**src/shared/reload_event_timer_pkg.sv**
```systemverilog
package reload_event_timer_pkg;
    // register map, plain port addresses
    localparam int ADDR_W = 6;
    localparam logic [5:0] ADDR_FLAG = 6'h02;
    localparam logic [5:0] ADDR_MODE_ONE = 6'h09;
    localparam logic [5:0] ADDR_LOW = 6'h0A;
    localparam logic [5:0] ADDR_HIGH = 6'h0B;
    localparam logic [5:0] ADDR_OUT_MODE = 6'h13;
    localparam logic [5:0] ADDR_PIN_FUNC = 6'h25;

    // field positions
    localparam int FLAG_BIT = 0;
    localparam int RELOAD_BIT = 3;
    localparam int EVENT_SEL_BIT = 0;
    localparam int SECOND_EVENT_BIT = 1;
    localparam int STOP_CTRL_BIT = 2;
    localparam int EXT_INT_BIT = 3;

    // reset values, full count and free-running wrap value
    localparam logic [3:0] MODE_ONE_RST = 4'h0;
    localparam logic [3:0] PRELOAD_RST = 4'h0;
    localparam logic [1:0] OUT_MODE_RST = 2'h0;
    localparam logic [3:0] PIN_FUNC_RST = 4'h0;
    localparam logic [7:0] COUNT_RST = 8'h00;
    localparam logic [7:0] COUNT_MAX = 8'hFF;
    localparam logic [7:0] COUNT_WRAP = 8'h00;

    // count clock select codes and prescaler tap widths (period = 2**bits)
    localparam logic [2:0] SEL_EVENT = 3'h7;
    localparam int PRESCALE_W = 11;
    localparam int TAP_2048 = 11;
    localparam int TAP_512 = 9;
    localparam int TAP_128 = 7;
    localparam int TAP_32 = 5;
    localparam int TAP_8 = 3;
    localparam int TAP_4 = 2;
    localparam int TAP_2 = 1;

    // output pin function
    typedef enum logic [1:0] {
        OUT_PORT = 2'h0,
        OUT_TOGGLE = 2'h1,
        OUT_FORCE_LOW = 2'h2,
        OUT_FORCE_HIGH = 2'h3
    } out_mode_t;
endpackage

```
**src/logic/reload_event_timer.sv**
```systemverilog
// Strobed register access was chosen for this implementation.
`timescale 1ns/1ps
`default_nettype none
module reload_event_timer (
    input wire logic core_clk,
    input wire logic sys_rst,
    input wire logic [5:0] reg_addr,
    input wire logic [3:0] reg_wdata,
    input wire logic reg_wr,
    input wire logic reg_rd,
    output logic [3:0] reg_rdata,
    input wire logic event_input_pin,
    output logic timer_output_pin,
    output logic timer_output_en,
    output logic overflow_request_flag,
    output logic event_pin_select,
    output logic second_event_select,
    output logic stop_control_select,
    output logic external_interrupt_select
);
    // software state
    logic [3:0] mode_stage;
    logic [3:0] timer_mode_one;
    logic [3:0] preload_low_nibble;
    logic [3:0] preload_high_nibble;
    logic [1:0] timer_output_mode;
    logic [3:0] pin_function_select;
    logic [3:0] count_low_latched;
    // timer state
    logic [7:0] count;
    logic [10:0] prescale;
    logic evt_meta;
    logic evt_sync;
    logic evt_prev;
    logic out_level;
    logic out_en;
    logic flag;
    logic [3:0] rdata;

    // address decode
    wire wr_flag = reg_wr && (reg_addr == reload_event_timer_pkg::ADDR_FLAG);
    wire wr_mode = reg_wr && (reg_addr == reload_event_timer_pkg::ADDR_MODE_ONE);
    wire wr_low = reg_wr && (reg_addr == reload_event_timer_pkg::ADDR_LOW);
    wire wr_high = reg_wr && (reg_addr == reload_event_timer_pkg::ADDR_HIGH);
    wire wr_out = reg_wr && (reg_addr == reload_event_timer_pkg::ADDR_OUT_MODE);
    wire wr_pin = reg_wr && (reg_addr == reload_event_timer_pkg::ADDR_PIN_FUNC);
    wire rd_low = reg_rd && (reg_addr == reload_event_timer_pkg::ADDR_LOW);
    wire rd_high = reg_rd && (reg_addr == reload_event_timer_pkg::ADDR_HIGH);
    wire rd_out = reg_rd && (reg_addr == reload_event_timer_pkg::ADDR_OUT_MODE);
    wire rd_flag = reg_rd && (reg_addr == reload_event_timer_pkg::ADDR_FLAG);

    // true when the low tap_bits bits of the prescaler are all ones
    function automatic logic tap_hit(input logic [10:0] pre, input int tap_bits);
        logic [10:0] mask;
        mask = 11'h7FF >> (reload_event_timer_pkg::PRESCALE_W - tap_bits);
        return (pre & mask) == mask;
    endfunction

    // count clock selection
    wire [2:0] clk_sel = timer_mode_one[2:0];
    wire reload_on = timer_mode_one[reload_event_timer_pkg::RELOAD_BIT];
    wire event_fall = evt_prev && !evt_sync;
    logic tick;
    always_comb begin
        unique case (clk_sel)
            3'h0: tick = tap_hit(prescale, reload_event_timer_pkg::TAP_2048);
            3'h1: tick = tap_hit(prescale, reload_event_timer_pkg::TAP_512);
            3'h2: tick = tap_hit(prescale, reload_event_timer_pkg::TAP_128);
            3'h3: tick = tap_hit(prescale, reload_event_timer_pkg::TAP_32);
            3'h4: tick = tap_hit(prescale, reload_event_timer_pkg::TAP_8);
            3'h5: tick = tap_hit(prescale, reload_event_timer_pkg::TAP_4);
            3'h6: tick = tap_hit(prescale, reload_event_timer_pkg::TAP_2);
            // pin only counts once it is assigned to the event function
            3'h7: tick = event_fall && pin_function_select[0];
        endcase
    end

    // a software load takes the counter and swallows a tick in the same cycle
    wire load = wr_high;
    wire at_max = (count == reload_event_timer_pkg::COUNT_MAX);
    wire overflow = tick && at_max && !load;
    wire [7:0] reload_value = {preload_high_nibble, preload_low_nibble};
    wire [7:0] wrap_value = reload_on ? reload_value : reload_event_timer_pkg::COUNT_WRAP;
    wire [7:0] next_count = load ? {reg_wdata, preload_low_nibble} :
        overflow ? wrap_value :
        tick ? count + 8'h01 : count;

    // output pin level on overflow
    wire [1:0] out_mode = timer_output_mode;
    logic next_out_level;
    always_comb begin
        next_out_level = out_level;
        if (overflow) begin
            unique case (out_mode)
                reload_event_timer_pkg::OUT_PORT: next_out_level = out_level;
                reload_event_timer_pkg::OUT_TOGGLE: next_out_level = !out_level;
                reload_event_timer_pkg::OUT_FORCE_LOW: next_out_level = 1'b0;
                reload_event_timer_pkg::OUT_FORCE_HIGH: next_out_level = 1'b1;
            endcase
        end
    end

    // flag: hardware set wins over a software clear in the same cycle
    wire flag_clear = wr_flag && !reg_wdata[reload_event_timer_pkg::FLAG_BIT];
    wire next_flag = overflow || (flag && !flag_clear);

    // read mux; write-only and unmapped addresses read zero
    wire [3:0] next_rdata = rd_high ? count[7:4] :
        rd_low ? count_low_latched :
        rd_out ? {2'h0, timer_output_mode} :
        rd_flag ? {3'h0, flag} : 4'h0;

    // event pin synchroniser; first stage feeds only the second
    always_ff @(posedge core_clk) begin
        if (sys_rst) begin
            evt_meta <= 1'b1;
            evt_sync <= 1'b1;
            evt_prev <= 1'b1;
        end else begin
            evt_meta <= event_input_pin;
            evt_sync <= evt_meta;
            evt_prev <= evt_sync;
        end
    end

    // free-running prescaler, restarted only by reset
    always_ff @(posedge core_clk) begin
        if (sys_rst) begin
            prescale <= 11'h000;
        end else begin
            prescale <= prescale + 11'h001;
        end
    end

    // mode register: a write is staged one cycle, so it rules from the second cycle
    always_ff @(posedge core_clk) begin
        if (sys_rst) begin
            mode_stage <= reload_event_timer_pkg::MODE_ONE_RST;
            timer_mode_one <= reload_event_timer_pkg::MODE_ONE_RST;
        end else begin
            if (wr_mode) begin
                mode_stage <= reg_wdata;
            end
            timer_mode_one <= mode_stage;
        end
    end

    // preload, output mode and pin function registers
    always_ff @(posedge core_clk) begin
        if (sys_rst) begin
            preload_low_nibble <= reload_event_timer_pkg::PRELOAD_RST;
            preload_high_nibble <= reload_event_timer_pkg::PRELOAD_RST;
            timer_output_mode <= reload_event_timer_pkg::OUT_MODE_RST;
            pin_function_select <= reload_event_timer_pkg::PIN_FUNC_RST;
        end else begin
            if (wr_low) begin
                preload_low_nibble <= reg_wdata;
            end
            if (wr_high) begin
                preload_high_nibble <= reg_wdata;
            end
            if (wr_out) begin
                timer_output_mode <= reg_wdata[1:0];
            end
            if (wr_pin) begin
                pin_function_select <= reg_wdata;
            end
        end
    end

    // enable follows the mode being written, so the pin is claimed the edge after the write
    wire [1:0] next_out_en_mode = wr_out ? reg_wdata[1:0] : timer_output_mode;

    // counter, flag and output pin
    always_ff @(posedge core_clk) begin
        if (sys_rst) begin
            count <= reload_event_timer_pkg::COUNT_RST;
            flag <= 1'b0;
            out_level <= 1'b0;
            out_en <= 1'b0;
        end else begin
            count <= next_count;
            flag <= next_flag;
            out_level <= next_out_level;
            out_en <= (next_out_en_mode != reload_event_timer_pkg::OUT_PORT);
        end
    end

    // read data and the coherent lower-count latch
    always_ff @(posedge core_clk) begin
        if (sys_rst) begin
            rdata <= 4'h0;
            count_low_latched <= 4'h0;
        end else begin
            rdata <= next_rdata;
            if (rd_high) begin
                count_low_latched <= count[3:0];
            end
        end
    end

    // ports, all from flip-flops
    assign reg_rdata = rdata;
    assign timer_output_pin = out_level;
    assign timer_output_en = out_en;
    assign overflow_request_flag = flag;
    assign event_pin_select = pin_function_select[reload_event_timer_pkg::EVENT_SEL_BIT];
    assign second_event_select = pin_function_select[reload_event_timer_pkg::SECOND_EVENT_BIT];
    assign stop_control_select = pin_function_select[reload_event_timer_pkg::STOP_CTRL_BIT];
    assign external_interrupt_select = pin_function_select[reload_event_timer_pkg::EXT_INT_BIT];
endmodule
`default_nettype wire

```
**config.mk**
```make
export PLATFORM = sky130hd
export DESIGN_NAME = reload_event_timer
export DESIGN_NICKNAME = d
export VERILOG_FILES = /design/src/shared/reload_event_timer_pkg.sv /design/src/logic/reload_event_timer.sv
export SDC_FILE = /design/constraint.sdc
export NUM_CORES = 1
export LEC_CHECK = 0
export ABC_AREA = 1
export BUFFER_PORTS_ARGS = -buffer_cell sky130_fd_sc_hd__buf_4
export CAP_MARGIN = 10
export CORE_MARGIN = 1
export CORE_UTILIZATION = 55
export DETAILED_ROUTE_END_ITERATION = 10
export HOLD_SLACK_MARGIN = 0.05
export PLACE_DENSITY = 0.82
export SYNTH_ARGS = -nofsm -noshare
export SYNTH_HDL_FRONTEND = slang
export SYNTH_SLANG_ARGS = --single-unit
```
**constraint.sdc**
```tcl
create_clock -name core_clk -period 2.1 [get_ports core_clk]
set_input_delay 0.105 -clock core_clk [delete_from_list [all_inputs] [get_ports core_clk]]
set_output_delay 0.105 -clock core_clk [all_outputs]
set_load 0.02 [all_outputs]
```
== Yosys cells after proc, flatten, opt, wreduce, memory -nomap -nowiden ==
Index checks and enable logic that the tools add are counted.

* Equality and inequality tests: 23
* Bitwise operators: 1
* Mux-type cells: 11
* Add/subtract/negate cells: 2
* Reduce and logical (&&, ||, !) cells: 27

{| class="wikitable"
|+ Operators by type and width
! kind !! number
|-
| two-way mux 8 bit || 4
|-
| equality test 6 x 4 -> 1 bit (second input constant) || 3
|-
| logical AND 1 bit || 16
|-
| equality test 3 bit (second input constant) || 5
|-
| adder 11 x 1 -> 11 bit (second input constant) || 1
|-
| equality test 11 bit (second input constant) || 1
|-
| equality test 9 bit (second input constant) || 1
|-
| adder 8 x 1 -> 8 bit (second input constant) || 1
|-
| equality test 8 bit (second input constant) || 1
|-
| two-way mux 4 bit || 2
|-
| case mux 1 bit (8 select lines) || 1
|-
| equality test 7 bit (second input constant) || 1
|-
| equality test 2 bit (second input constant) || 3
|-
| equality test 3 x 2 -> 1 bit (second input constant) || 2
|-
| equality test 6 x 2 -> 1 bit (second input constant) || 1
|-
| equality test 6 x 5 -> 1 bit (second input constant) || 1
|-
| equality test 6 bit (second input constant) || 1
|-
| equality test 5 bit (second input constant) || 1
|-
| zero test 1 bit || 5
|-
| two-way mux 2 bit || 2
|-
| equality test 3 x 1 -> 1 bit (second input constant) || 1
|-
| zero test 3 bit || 1
|-
| case mux 1 bit (3 select lines) || 1
|-
| nonzero test 3 bit || 1
|-
| other kinds (7) || 7
|}

* Register bits after elaboration: 55
* Logic and storage cells: 80

== Depth between registers and ports, before layout ==
* Depth after elaboration: 8
* Depth in mapped cells: 15

== Worst setup path after synthesis ==
Ideal clock, no wire load.

* Path kind: reg-to-reg
* Start point: register prescale[0]
* End point: register count[1]
* Data required time: 2.032 ns
* Path buffers: 0
* Path slack: 0.341 ns
* Data arrival time: 1.690 ns
* Setup time: 0.068 ns
* Cell stages (with the launch flop): 15
* Clock period less this slack: 1.759 ns
* Cells stage by stage: dfxtp_1 ha_1 nand3_2 nor3_4 ha_1 nand3_1 nand2_1 inv_1 nand2_1 nand2_2 nand3_4 nand2_8 nor2_2 nand2_1 a21oi_2

* Cells in the longest elaborated chain, start to end: 6
* Elaborated cells on any way between the ends: 12
* Classes of those cells: eq/ne: 6; mux: 3; reduce/logical: 3

{| class="wikitable"
|+ RTL lines
! what !! line !! RTL
|-
| from (decl) || reload_event_timer.sv:31 || <nowiki>logic [10:0] prescale;</nowiki>
|-
| from (signal assigned) || reload_event_timer.sv:131 || <nowiki>prescale <= prescale + 11'h001;</nowiki>
|-
| equality test 11 bit, or another cell as far along || reload_event_timer.sv:56 || <nowiki>return (pre & mask) == mask;</nowiki>
|-
| case mux 1 bit (8 select lines) * || reload_event_timer.sv:65 || <nowiki>unique case (clk_sel)</nowiki>
|-
| logical AND 1 bit (2 in a row) || reload_event_timer.sv:81 || <nowiki>wire overflow = tick && at_max && !load;</nowiki>
|-
| two-way mux 8 bit || reload_event_timer.sv:85 || <nowiki>overflow ? wrap_value :</nowiki>
|-
| two-way mux 8 bit || reload_event_timer.sv:84 || <nowiki>wire [7:0] next_count = load ? {reg_wdata, preload_low_nibble} :</nowiki>
|-
| to (signal assigned) || reload_event_timer.sv:177 || <nowiki>count <= reload_event_timer_pkg::COUNT_RST;</nowiki>
|-
| to (signal assigned) || reload_event_timer.sv:182 || <nowiki>count <= next_count;</nowiki>
|-
| to (decl) || reload_event_timer.sv:30 || <nowiki>logic [7:0] count;</nowiki>
|}

Mark *: on every way between the ends. The rest lies on a longest branch, timed or not.
A chain may end at the register's enable or synchronous reset.

== Final worst setup path ==
* Start point: register prescale[1]
* End point: register count[7]

Same word-level chain as after synthesis.

==> flow_summary.yaml <==
run_status:
  status: "complete, no violations"
synthesis:
  syn_inst: 367
  synth_largest_area_cell: "dfxtp_1"
  seq_area_frac_synth_pct: 40.59
  synth_cell_types: 40
  yosys_warnings: 0
  synth-edff-count: 0
  synth-seq-cells: 55
  netlist_area_mm2: 0.002713
  syn-num-nets: 388
  syn_area_per_cell_um2: 7.391
  synth.area.top_cells: "dfxtp_1 (41%), nand2_1 (8.6%), nor2_1 (7.9%)"
  synthFlopType: "dfxtp_1"
  async_flop_share_pct: 0
  yosys.area.top_type_share_pct: 40.59
timing:
  drv_slew: 0
  rsz0062_at_grt: "true"
  setup_slack_ns: 0.04345
  slew_headroom_pct: 60.52
  tightest_slew_ns: 0.5916
  skew_ns: 0.004844
  max_clock_freq_ghz: 0.4863
  finalHoldViolCount: 0
  whs_ns: 0.07676
  finalCritPeriodShare_pct: 97.93
  setup_viol: 0
  tns_ns: 0
  fin_crit_ns: 2.057
route:
  antenna_left: 0
  dr.pass1.iters: 4
  drt-total-wl_um: 5893
  routed_via_density: 5.128
  drt_iter0_drc: 146
  wire_per_inst_um: 12.78
  vias: 2364
  drc_errors: 0
global_routing:
  grt_pass1_vias: 2130
  antenna_found_initial: 0
  grt_max_degree: 36
  grt_pass1_wl_um: 9404
  gr-total-overflow: 0
  grt_use_total_pct: 22.90
worst_setup_path:
  required_ns: 2.36
  endpoint_kind: "flip-flop"
  max_stage_delay_ns: 0.39
  path_max_fanout: 8
  cp_num_buf_inv: 1
  slowest_stage: "dfxtp_2"
  crit_chain: "ha_4 -> nand3_4 -> nor3_4 -> ha_2 -> nand3_2 -> nand2_1 -> inv_1 -> nand2_1 -> nand2_2 -> nand3_4 -> nand2_8 -> nor2_2 -> nand2_1 -> a21oi_2"
  criticalPathCategory: "flip-flop to flip-flop"
  critPathArrivalTime_ns: 2.31
  startpoint_type: "flip-flop"
  crit_path_frequent_cell: "nand2_1"
  critPathTopFamily: "simple AND/OR/NAND/NOR gates"
die:
  die_w_um: 72.23
  core_mm2: 0.004723
  rows: 25
  die_area_mm2: 0.005217
  ioPinCount: 26
  die_height_um: 72.23
  initial_utilization_pct: 57.43
clock_tree:
  clkSinkCount: 55
  cts_tree: "done"
  cts.path.max_buffers: 2
  clock_latency_ns: 0.31
  root_buffer: "clkbuf_8"
  cts-buffers-inserted: 5
  h-tree-depth: 2
  path_clk_slew_ns: 0.10
pwr:
  powerDensity_mw_per_mm2: 566.8
  p_leak_nw: 1.315
  peakVddDrop_mv: 0.4232
cells_and_area:
  antenna_cells: 0
  finalNonFillerCells: 461
  area_growth_pct: 16.10
  fin_nets: 414
  drive_gt1_share_pct: 21.83
  finish.utilization_pct: 66.68
flow_run:
  cap_viol_max_count: 0
place:
  dp_hpwl_um: 4070
  place_ws_ns: 0.08386
  dp.cells: 451
  globalplace.congestion: 0.8207
  numPortBuffers: 25
worst_hold_path:
  hp-class: "input port to flip-flop"
==> kinds of logic after synthesis <==
family          share of synthesized area (%)
simple gates                            31.87
compound gates                          13.61
buf+inv                                 8.902
flops                                   40.59
xor+xnor                                2.260
fa+ha+maj                               2.767
==> worst register-to-register path, stage by stage, from the launching register on <==
cell and delay (ns):
dfxtp_2 0.39, ha_4 0.17, nand3_4 0.09, nor3_4 0.23, ha_2 0.21, nand3_2 0.06, nand2_1 0.07, inv_1 0.04
nand2_1 0.06, nand2_2 0.08, nand3_4 0.13, nand2_8 0.13, nor2_2 0.13, nand2_1 0.08, a21oi_2 0.12
==> cells in the final DEF (no fill, tap or decap), types with 2 or more instances in the layout <==
master and instances:
inv_1 52, a21oi_2 6, nor3_1 2, ha_1 4
nand3_4 3, nand4_1 4, nor3_4 2, a211oi_1 2
a21oi_1 33, nor2_1 57, nand2_2 10, dfxtp_1 53
nand3_2 2, nor2_4 10, xor2_1 6, nand3_1 11
nor2_2 4, clkbuf_8 5, nand2_1 57, buf_4 26
or2_2 3, o211ai_1 2, o21ai_0 16
==> repair_timing <==
| action | in CTS | in global routing |
|---|---|---|
| endpoints found under the setup margin | 0 | 10 |
| buffers inserted | 0 | 1 |
| resized for setup | 0 | 21 |
| hold buffers | 1 | 0 |
| hold endpoints to repair | 1 | 0 |
==> cell type report <==
| cell class | instances | area (µm²) |
|---|---|---|
| multi-input cells | 249 | 1449 |
| clock inverters | 3 | 27.53 |
| well taps | 67 | 83.83 |
| repair buffers | 27 | 205.2 |
| clock buffers | 5 | 68.82 |
| inverters | 55 | 209.0 |
| fillers | 390 | 1574 |
| flip-flops and latches | 55 | 1106 |
==> cells in the mapped netlist (3+ instances only) <==
library cell,n
clkbuf_1,5
a21oi_2,5
xor2_1,6
dfxtp_1,55
or2_2,3
nor2_2,11
inv_1,52
nor2_4,3
nand3_1,12
nor2_1,57
nand2_2,5
nand4_1,4
a21oi_1,34
nand2_1,62
ha_1,6
o21ai_0,16
==> path summary, 6_finish.rpt <==
kind | from | depth (start not counted) | slack, ns | endpoint
min | reg_wdata[2] | 3 | 0.08 | mode_stage[2]
max | prescale[1] | 14 | 0.04 | count[7]
min reg2reg | evt_meta | 1 | 0.42 | evt_sync
max reg2reg | prescale[1] | 14 | 0.04 | count[7]
==> state kept, by name, indices dropped and copies added (netlist names) <==
signal,flops
timer_output_en,1
evt_meta,1
evt_prev,1
count,8
timer_output_pin,1
timer_mode_one,4
prescale,11
pin_function_select,4
mode_stage,4
count_low_latched,4
overflow_request_flag,1
reg_rdata,4
preload_high_nibble,4
out_mode,2
preload_low_nibble,4
evt_sync,1
==> stage by stage <==
stage               area, µm²  power [mW]
floorplan                2713       1.138
global placement         2952       1.177
detailed placement       2952       1.179
CTS                      3058       1.794
global route             3149       1.841
finish                   3149       1.785
==> report_power, final <==
part | switching [mW] | internal, mW
clock | 0.372 | 0.248
combinational | 0.0625 | 0.0378
sequential | 0.0114 | 1.05
total | 0.446 | 1.34
==> layer usage <==
metal  vias to the layer above  global-route usage, %  part of all wire [%]  wire, µm
met2                        60                  37.80                    46      2715
met3                        16                  4.167                   6.4       380
met1                      1068                  31.06                    45      2671
met4                         0                  5.664                   2.1       126
li1                       1220                      -                     -         -
met5                         -                      0                     0         0
Note: power is estimated with default switching activity, not from simulation.
